===== config.mk =====
export PLATFORM = sky130hd
export DESIGN_NAME = ddc_drive_ctrl
export DESIGN_NICKNAME = d
export VERILOG_FILES = /design/src/ddc_drive_ctrl.v /design/src/ddc_tick_gen.v
export VERILOG_INCLUDE_DIRS = /design/src /design/src/inc
export SDC_FILE = /design/constraint.sdc
export NUM_CORES = 1
export LEC_CHECK = 0
export ABC_CLOCK_PERIOD_IN_PS = 3600
export BUFFER_PORTS_ARGS = -buffer_cell sky130_fd_sc_hd__buf_2
export CAP_MARGIN = 0
export CORE_MARGIN = 2
export CORE_UTILIZATION = 60
export CTS_BUF_LIST = sky130_fd_sc_hd__clkbuf_16
export CTS_CLUSTER_DIAMETER = 100
export DETAILED_ROUTE_END_ITERATION = 10
export PLACE_DENSITY = 0.95
export SLEW_MARGIN = 20
export SYNTH_ARGS = -nofsm -noshare
export SYNTH_HDL_FRONTEND = slang
export SYNTH_SLANG_ARGS = --single-unit

===== constraint.sdc =====
create_clock -name core_clk_i -period 3.6 [get_ports core_clk_i]
set_input_delay 0.18 -clock core_clk_i [delete_from_list [all_inputs] [get_ports core_clk_i]]
set_output_delay 0.18 -clock core_clk_i [all_outputs]
set_load 0.02 [all_outputs]

===== src/inc/ddc_map.vh =====
// Register map, field layout and timing counts of the output drive block.
// Assumes a 20 MHz core clock and a 32-bit APB slave port.
`ifndef DDC_MAP_VH
`define DDC_MAP_VH

`define DDC_ADDR_W        12
`define DDC_OFF_CTRL      12'h000
`define DDC_OFF_HOLD      12'h004
`define DDC_OFF_CMD       12'h008
`define DDC_OFF_STAT      12'h00C
`define DDC_OFF_REM       12'h010

// Control fields
`define DDC_CTRL_LINK     0
`define DDC_CTRL_VALUE    1
`define DDC_CTRL_INVERT   2
`define DDC_CTRL_RST      32'h0000_0000

// Command fields, write one to fire
`define DDC_CMD_ASSERT    0
`define DDC_CMD_DEASSERT  1
`define DDC_CMD_RESUME    2

// Status fields
`define DDC_STAT_PORT     0
`define DDC_STAT_LATCH    1
`define DDC_STAT_LEVEL    2

`define DDC_HOLD_W        21
`define DDC_HOLD_MAX      21'h1E_8480
`define DDC_HOLD_RST      21'h00_0000

// Core clock cycles in one second at 20 MHz
`define DDC_TICK_CYC      25'h131_2D00
`define DDC_TICK_W        25

`endif


===== src/ddc_drive_ctrl.v =====
// Discrete output drive channel with APB configuration.
// Assumes an APB master on the core clock; port_o goes to an output driver.
//
// The APB interface to the registers and the register addresses were left to the implementer.
`timescale 1ns/1ps
`include "ddc_map.vh"

//Contract
// Linked value drives output when linked
// Unlinked: only assert/deassert commands decide
// Assert drives on for hold, overriding link
// Deassert command forces output off
// Resume hands control back to link
// Deassert/resume honoured only at zero hold
// Selectable inversion at output port
// Hold programmable 0..2,000,000 seconds
// Zero hold keeps assert on indefinitely
// Seconds tick timing; reassert restarts count
module ddc_drive_ctrl #(
	parameter [24:0] TICK_CYC = `DDC_TICK_CYC
) (
	// Clock and reset
	input  wire        core_clk_i,
	input  wire        rst_i,
	// APB slave
	input  wire        psel_i,
	input  wire        penable_i,
	input  wire        pwrite_i,
	input  wire [11:0] paddr_i,
	input  wire [31:0] pwdata_i,
	output reg  [31:0] prdata_o,
	output reg         pready_o,
	output reg         pslverr_o,
	// Linked drive value from the system
	input  wire        link_value_i,
	// Output port
	output reg         port_o
);
	reg                    link_en_q;
	reg                    sw_value_q;
	reg                    invert_q;
	reg  [`DDC_HOLD_W-1:0] hold_q;
	reg  [`DDC_HOLD_W-1:0] remain_q;
	reg                    latch_q;
	reg                    forced_off_q;
	reg                    level_q;
	wire                   tick;
	wire                   setup;
	wire                   wr;
	wire                   cmd_wr;
	wire                   do_assert;
	wire                   do_deassert;
	wire                   do_resume;
	wire                   hold_zero;
	wire                   sel_ctrl;
	wire                   sel_hold;
	wire                   sel_cmd;
	wire                   timed_out;
	reg                    level_d;
	reg                    port_d;
	reg                    addr_ok;
	reg  [31:0]            rdata_d;
	reg  [`DDC_HOLD_W-1:0] hold_d;
	reg  [`DDC_HOLD_W-1:0] remain_d;
	reg                    latch_d;
	reg                    forced_off_d;

	// Zero wait: answer in the access cycle
	assign setup   = psel_i & ~penable_i;
	assign wr      = psel_i & penable_i & pwrite_i & pready_o;
	// Register selects, exact word offsets only
	assign sel_ctrl = (paddr_i == `DDC_OFF_CTRL);
	assign sel_hold = (paddr_i == `DDC_OFF_HOLD);
	assign sel_cmd  = (paddr_i == `DDC_OFF_CMD);
	assign cmd_wr  = wr & sel_cmd;
	assign do_assert   = cmd_wr & pwdata_i[`DDC_CMD_ASSERT];
	assign hold_zero   = (hold_q == `DDC_HOLD_RST);
	assign do_deassert = cmd_wr & pwdata_i[`DDC_CMD_DEASSERT] & hold_zero;
	assign do_resume   = cmd_wr & pwdata_i[`DDC_CMD_RESUME] & hold_zero;
	// A zero count never matches, so zero hold stays on
	assign timed_out = latch_q & tick & (remain_q == `DDC_HOLD_W'd1);

	// Restart keeps the first second of a pulse whole
	ddc_tick_gen #(
		.DIV       (TICK_CYC)
	) u_tick (
		.core_clk_i(core_clk_i),
		.rst_i     (rst_i),
		.restart_i (do_assert),
		.tick_o    (tick)
	);

	always @* begin
		case (paddr_i)
			`DDC_OFF_CTRL: addr_ok = 1'b1;
			`DDC_OFF_HOLD: addr_ok = 1'b1;
			`DDC_OFF_CMD:  addr_ok = 1'b1;
			`DDC_OFF_STAT: addr_ok = 1'b1;
			`DDC_OFF_REM:  addr_ok = 1'b1;
			default:       addr_ok = 1'b0;
		endcase
	end

	// Read word; the command register always reads zero
	always @* begin
		case (paddr_i)
			`DDC_OFF_CTRL: rdata_d = {29'h0000_0000, invert_q, sw_value_q, link_en_q};
			`DDC_OFF_HOLD: rdata_d = {11'h000, hold_q};
			`DDC_OFF_STAT: rdata_d = {29'h0000_0000, level_q, latch_q, port_o};
			`DDC_OFF_REM:  rdata_d = {11'h000, remain_q};
			default:       rdata_d = 32'h0000_0000;
		endcase
	end

	// Values above the range saturate rather than wrap
	always @* begin
		hold_d = hold_q;
		if (wr && sel_hold) begin
			if (pwdata_i > {11'h000, `DDC_HOLD_MAX})
				hold_d = `DDC_HOLD_MAX;
			else
				hold_d = pwdata_i[`DDC_HOLD_W-1:0];
		end
	end

	// APB response: one wait-free access cycle
	always @(posedge core_clk_i) begin
		if (rst_i) begin
			pready_o  <= 1'b0;
			pslverr_o <= 1'b0;
			prdata_o  <= 32'h0000_0000;
		end else begin
			pready_o  <= setup;
			pslverr_o <= setup & ~addr_ok;
			if (setup && !pwrite_i)
				prdata_o <= rdata_d;
			else
				prdata_o <= 32'h0000_0000;
		end
	end

	// Configuration registers; writes land on the access edge
	always @(posedge core_clk_i) begin
		if (rst_i) begin
			link_en_q  <= 1'b0;
			sw_value_q <= 1'b0;
			invert_q   <= 1'b0;
			hold_q     <= `DDC_HOLD_RST;
		end else begin
			if (wr && sel_ctrl) begin
				link_en_q  <= pwdata_i[`DDC_CTRL_LINK];
				sw_value_q <= pwdata_i[`DDC_CTRL_VALUE];
				invert_q   <= pwdata_i[`DDC_CTRL_INVERT];
			end
			hold_q <= hold_d;
		end
	end

	// Assert beats deassert beats resume beats timeout
	always @* begin
		latch_d      = latch_q;
		forced_off_d = forced_off_q;
		remain_d     = remain_q;
		if (do_assert) begin
			latch_d      = 1'b1;
			forced_off_d = 1'b0;
			remain_d     = hold_q;
		end else if (do_deassert) begin
			latch_d      = 1'b0;
			forced_off_d = 1'b1;
		end else if (do_resume) begin
			latch_d      = 1'b0;
			forced_off_d = 1'b0;
		end else if (latch_q && tick) begin
			// Running count ignores later hold writes
			if (timed_out) begin
				latch_d  = 1'b0;
				remain_d = `DDC_HOLD_RST;
			end else if (remain_q != `DDC_HOLD_RST) begin
				remain_d = remain_q - `DDC_HOLD_W'd1;
			end
		end
	end

	// Drive state: assert latch, forced-off and hold count
	always @(posedge core_clk_i) begin
		if (rst_i) begin
			latch_q      <= 1'b0;
			forced_off_q <= 1'b0;
			remain_q     <= `DDC_HOLD_RST;
		end else begin
			latch_q      <= latch_d;
			forced_off_q <= forced_off_d;
			remain_q     <= remain_d;
		end
	end

	// Latch first, then link, otherwise off
	always @* begin
		if (latch_q)
			level_d = 1'b1;
		else if (link_en_q && !forced_off_q)
			level_d = link_value_i;
		else if (!link_en_q)
			level_d = 1'b0;
		else
			level_d = 1'b0;
	end

	// Inversion last, so the status level stays uninverted
	always @* begin
		port_d = level_d ^ invert_q;
	end

	always @(posedge core_clk_i) begin
		if (rst_i) begin
			level_q <= 1'b0;
			port_o  <= 1'b0;
		end else begin
			level_q <= level_d;
			port_o  <= port_d;
		end
	end

endmodule // ddc_drive_ctrl


===== src/ddc_tick_gen.v =====
// One-second tick divider for the output drive block.
// Assumes the core clock rate given by the divide parameter.
`timescale 1ns/1ps
module ddc_tick_gen #(
	parameter [24:0] DIV = 25'h131_2D00
) (
	// Clock and reset
	input  wire        core_clk_i,
	input  wire        rst_i,
	// Restart aligns the second to a new pulse
	input  wire        restart_i,
	output reg         tick_o
);
	reg  [24:0] cnt_q;

	always @(posedge core_clk_i) begin
		if (rst_i || restart_i) begin
			cnt_q  <= 25'h000_0000;
			tick_o <= 1'b0;
		end else if (cnt_q == DIV - 25'd1) begin
			cnt_q  <= 25'h000_0000;
			tick_o <= 1'b1;
		end else begin
			cnt_q  <= cnt_q + 25'd1;
			tick_o <= 1'b0;
		end
	end
endmodule // ddc_tick_gen


==> summary.txt <==
Placement
  • Hpwl dp: 8830 um
  • Placed inst area: 5170 um2
  • Pre-CTS setup slack: 0.821 ns
  • Port Buffers: 73
  • Cell total after placement: 701
  • Gpl congestion: 0.912

STA
  • Worst-Margin Slew: 0.966 ns
  • RSZ-0062 raised after global routing: no
  • Finish-stage setup viols: 0
  • Setup TNS Final: 0 ns
  • Ratio of final minimum period to clock period: 79.2%
  • Clock skew: 0.00699 ns
  • Slew Limit Fails: 0
  • Final Hold Fails: 0
  • Slew HR: 35.5%
  • PnR worst setup slack: 0.749 ns
  • Tmin final: 2.85 ns
  • F_max: 0.351 GHz

Clock tree
  • CTS clk-pin slew, worst paths: 0.07 ns
  • Post-CTS Setup Bufs: 0
  • PostCTS Resize Cnt: 0
  • Htree depth: 3
  • CTS tree: built
  • CTS sink count: 98
  • Cts hold-fix bufs: 0
  • CTS root buf: clkbuf_16
  • Clock Latency Late Sink: 0.34 ns
  • Total clock buffers created by CTS: 9
  • Clock buffer depth: 2

Yosys
  • Mux cell area share after synthesis: 1.99%
  • EDFF count, synth: 0
  • Mapped Cells: 547
  • XOR/XNOR Fraction of Synth Area: 4.76%
  • Adder-cell share of the synthesized area: 1.05%
  • Library cells used by synthesis: 64
  • Main combinational cell family by area after synthesis: simple AND/OR/NAND/NOR gates
  • Sequential area share after synthesis: 41.0%
  • Cell Area, Synth: 4780 um2
  • Post-synthesis compound-gate area fraction: 16.2%
  • Top_reg_cell synth: dfxtp_1
  • Ys Warns: 0
  • Synth Area in Simple Gates: 29.8%
  • Synth async-reset ratio: 0%
  • Flops & latches, synth: 98
  • Syn_area_per_cell: 8.75 um2

GRT
  • Initial antenna violation count: 0
  • Total grt overflow: 0
  • Largest net degree at the start of global routing: 41
  • Gr usage total: 30.5%
  • First-pass GRT wire length: 21000 um
  • Vias in the first global route: 4402

Layout
  • Share of cells above drive strength 1: 19.8%
  • Non-Filler Instances: 717
  • Commonest non-fill, non-tap cell in the layout: dfxtp_1
  • Diode count: 0
  • Fill count: 560
  • Post-layout nets: 664
  • Post-layout instance area: 5460 um2
  • Most frequent cells in the layout: 98 x dfxtp_1, 95 x nor2_1, 73 x buf_2
  • Area Overhead vs Synth: 14.1%

Power
  • Flop pwr share: 51.8%
  • Internal power: 1600 uW
  • Worst IR Drop VDD: 0.354 mV
  • Comb pwr share: 4.2%
  • PwrDens: 385 nW/um2
  • Switching Share: 24.0%
  • LEAKAGE: 0.00212 uW
  • Switching power: 505 uW
  • Clock power frac: 44.0%

Setup path
  • Crit path launch type: flip-flop
  • CP Capture Type: flip-flop
  • Critical Path AT: 3.11 ns
  • CP required: 3.86 ns
  • Critical path type: reg2reg
  • Worst-path fanout max: 20

Drt
  • Via count: 4755
  • Initial drt markers: 535
  • WL/cell: 18.4 um
  • Post-route ant nets: 0
  • Post-DR vias/cell: 6.63
  • DRC: 0
  • WL final: 13200 um
  • Pre-antenna DRT Iters: 6

Floorplanning
  • Die Wd: 93.3 um
  • I/O Pins: 85
  • Core Box Area: 7730 um2
  • Initial core utilization: 61.9%
  • Area of the die: 8700 um2
  • Chip Height: 93.3 um
  • Row cnt: 32

Flow run
  • Max Cap Violations: 0

Outcome
  • Status: completed

Worst hold path
  • Hold crit path type: in2reg
-- through the flow --
| step | hold WS [ns] | util [%] | power (uW) |
|---|---|---|---|
| final | 0.0661 | 70.6 | 2100 |
| after global placement | 0.412 | 66.9 | 1200 |
| after CTS | 0.0601 | 70.6 | 2110 |
| after detailed placement | 0.416 | 66.9 | 1200 |
| after global routing | 0.0623 | 70.6 | 2160 |
| after floorplan | 0.304 | - | 1170 |
-- cells by family after synthesis --
kind of cell | Yosys count
and+or+nand+nor | 262
AOI/OAI and AO/OA | 100
DFF | 98
buffers and inverters | 47
xor gates and xnor gates | 26
muxes | 9
adders and majority gates | 4
other | 1
-- final timing paths --
check / from / end / slack (ns) / cells after the start
worst max-delay path: remain_q[8]$_SDFFE_PP0P_ / remain_q[18]$_SDFFE_PP0P_ / 0.75 / 6
worst min register to register: u_tick.cnt_q[0]$_SDFF_PP0_ / u_tick.cnt_q[0]$_SDFF_PP0_ / 0.49 / 1
worst max register to register: remain_q[8]$_SDFFE_PP0P_ / remain_q[18]$_SDFFE_PP0P_ / 0.75 / 6
worst min-delay path: pwdata_i[12] / hold_q[12]$_SDFFE_PP0P_ / 0.07 / 2
-- registers in the layout (all words and copies together), names as in the netlist, 21 cells and up --
register and cells:
u_tick.cnt_q 25, hold_q 21, prdata_o 21, remain_q 21
-- critical path: stages, from the launching register on --
cell and delay [ns]:
dfxtp_1 0.41, nor4_2 0.60, nand2_2 0.20, o311ai_4 0.37, or2_1 0.68, mux2i_1 0.23
a211oi_1 0.26
-- layout make-up --
cell class	count	area, um2	share of cell area (%)
multi-input combinational	412	2620	48.1
sequential	98	1960	35.9
timing repair buffer	82	433	7.93
clock buffer	9	225	4.13
tap	102	128	2.34
clock inverter	7	61.3	1.12
inverter	7	26.3	0.481
-- synthesized netlist by cell type, types with 9 or more instances --
cell,count,area (um2)
and3_1,9,56.3
buf_4,13,97.6
xor2_1,18,158
nand2_1,26,97.6
a31oi_1,15,93.8
nand3_1,26,130
nor4_1,14,87.6
a22oi_1,19,143
dfxtp_1,98,1960
buf_2,9,45.0
nor2_1,96,360
nand4_1,16,100
nor3_1,27,135
a22o_1,15,131
clkbuf_1,16,60.1
-- power by group through the flow --
| stage | Sequential (uW) | Combinational, uW | Clock (uW) |
|---|---|---|---|
| 2_1_floorplan | 1120 | 52.4 | 0 |
| 3_3_place_gp | 1110 | 83.5 | 0 |
| 3_5_place_dp | 1110 | 86.5 | 0 |
| 4_1_cts | 1090 | 86.9 | 931 |
| 5_1_grt | 1090 | 95.2 | 978 |
| 6_report | 1090 | 88.5 | 926 |
-- metal layers --
metal,track usage [%],vias to the layer above,share of wire (%)
li1,-,2133,-
met1,37.6,2185,38
met2,49.2,348,47
met3,6.93,89,9.8
met4,16.9,0,5.4
met5,0,-,0
Power figures use the tool's default switching activity.
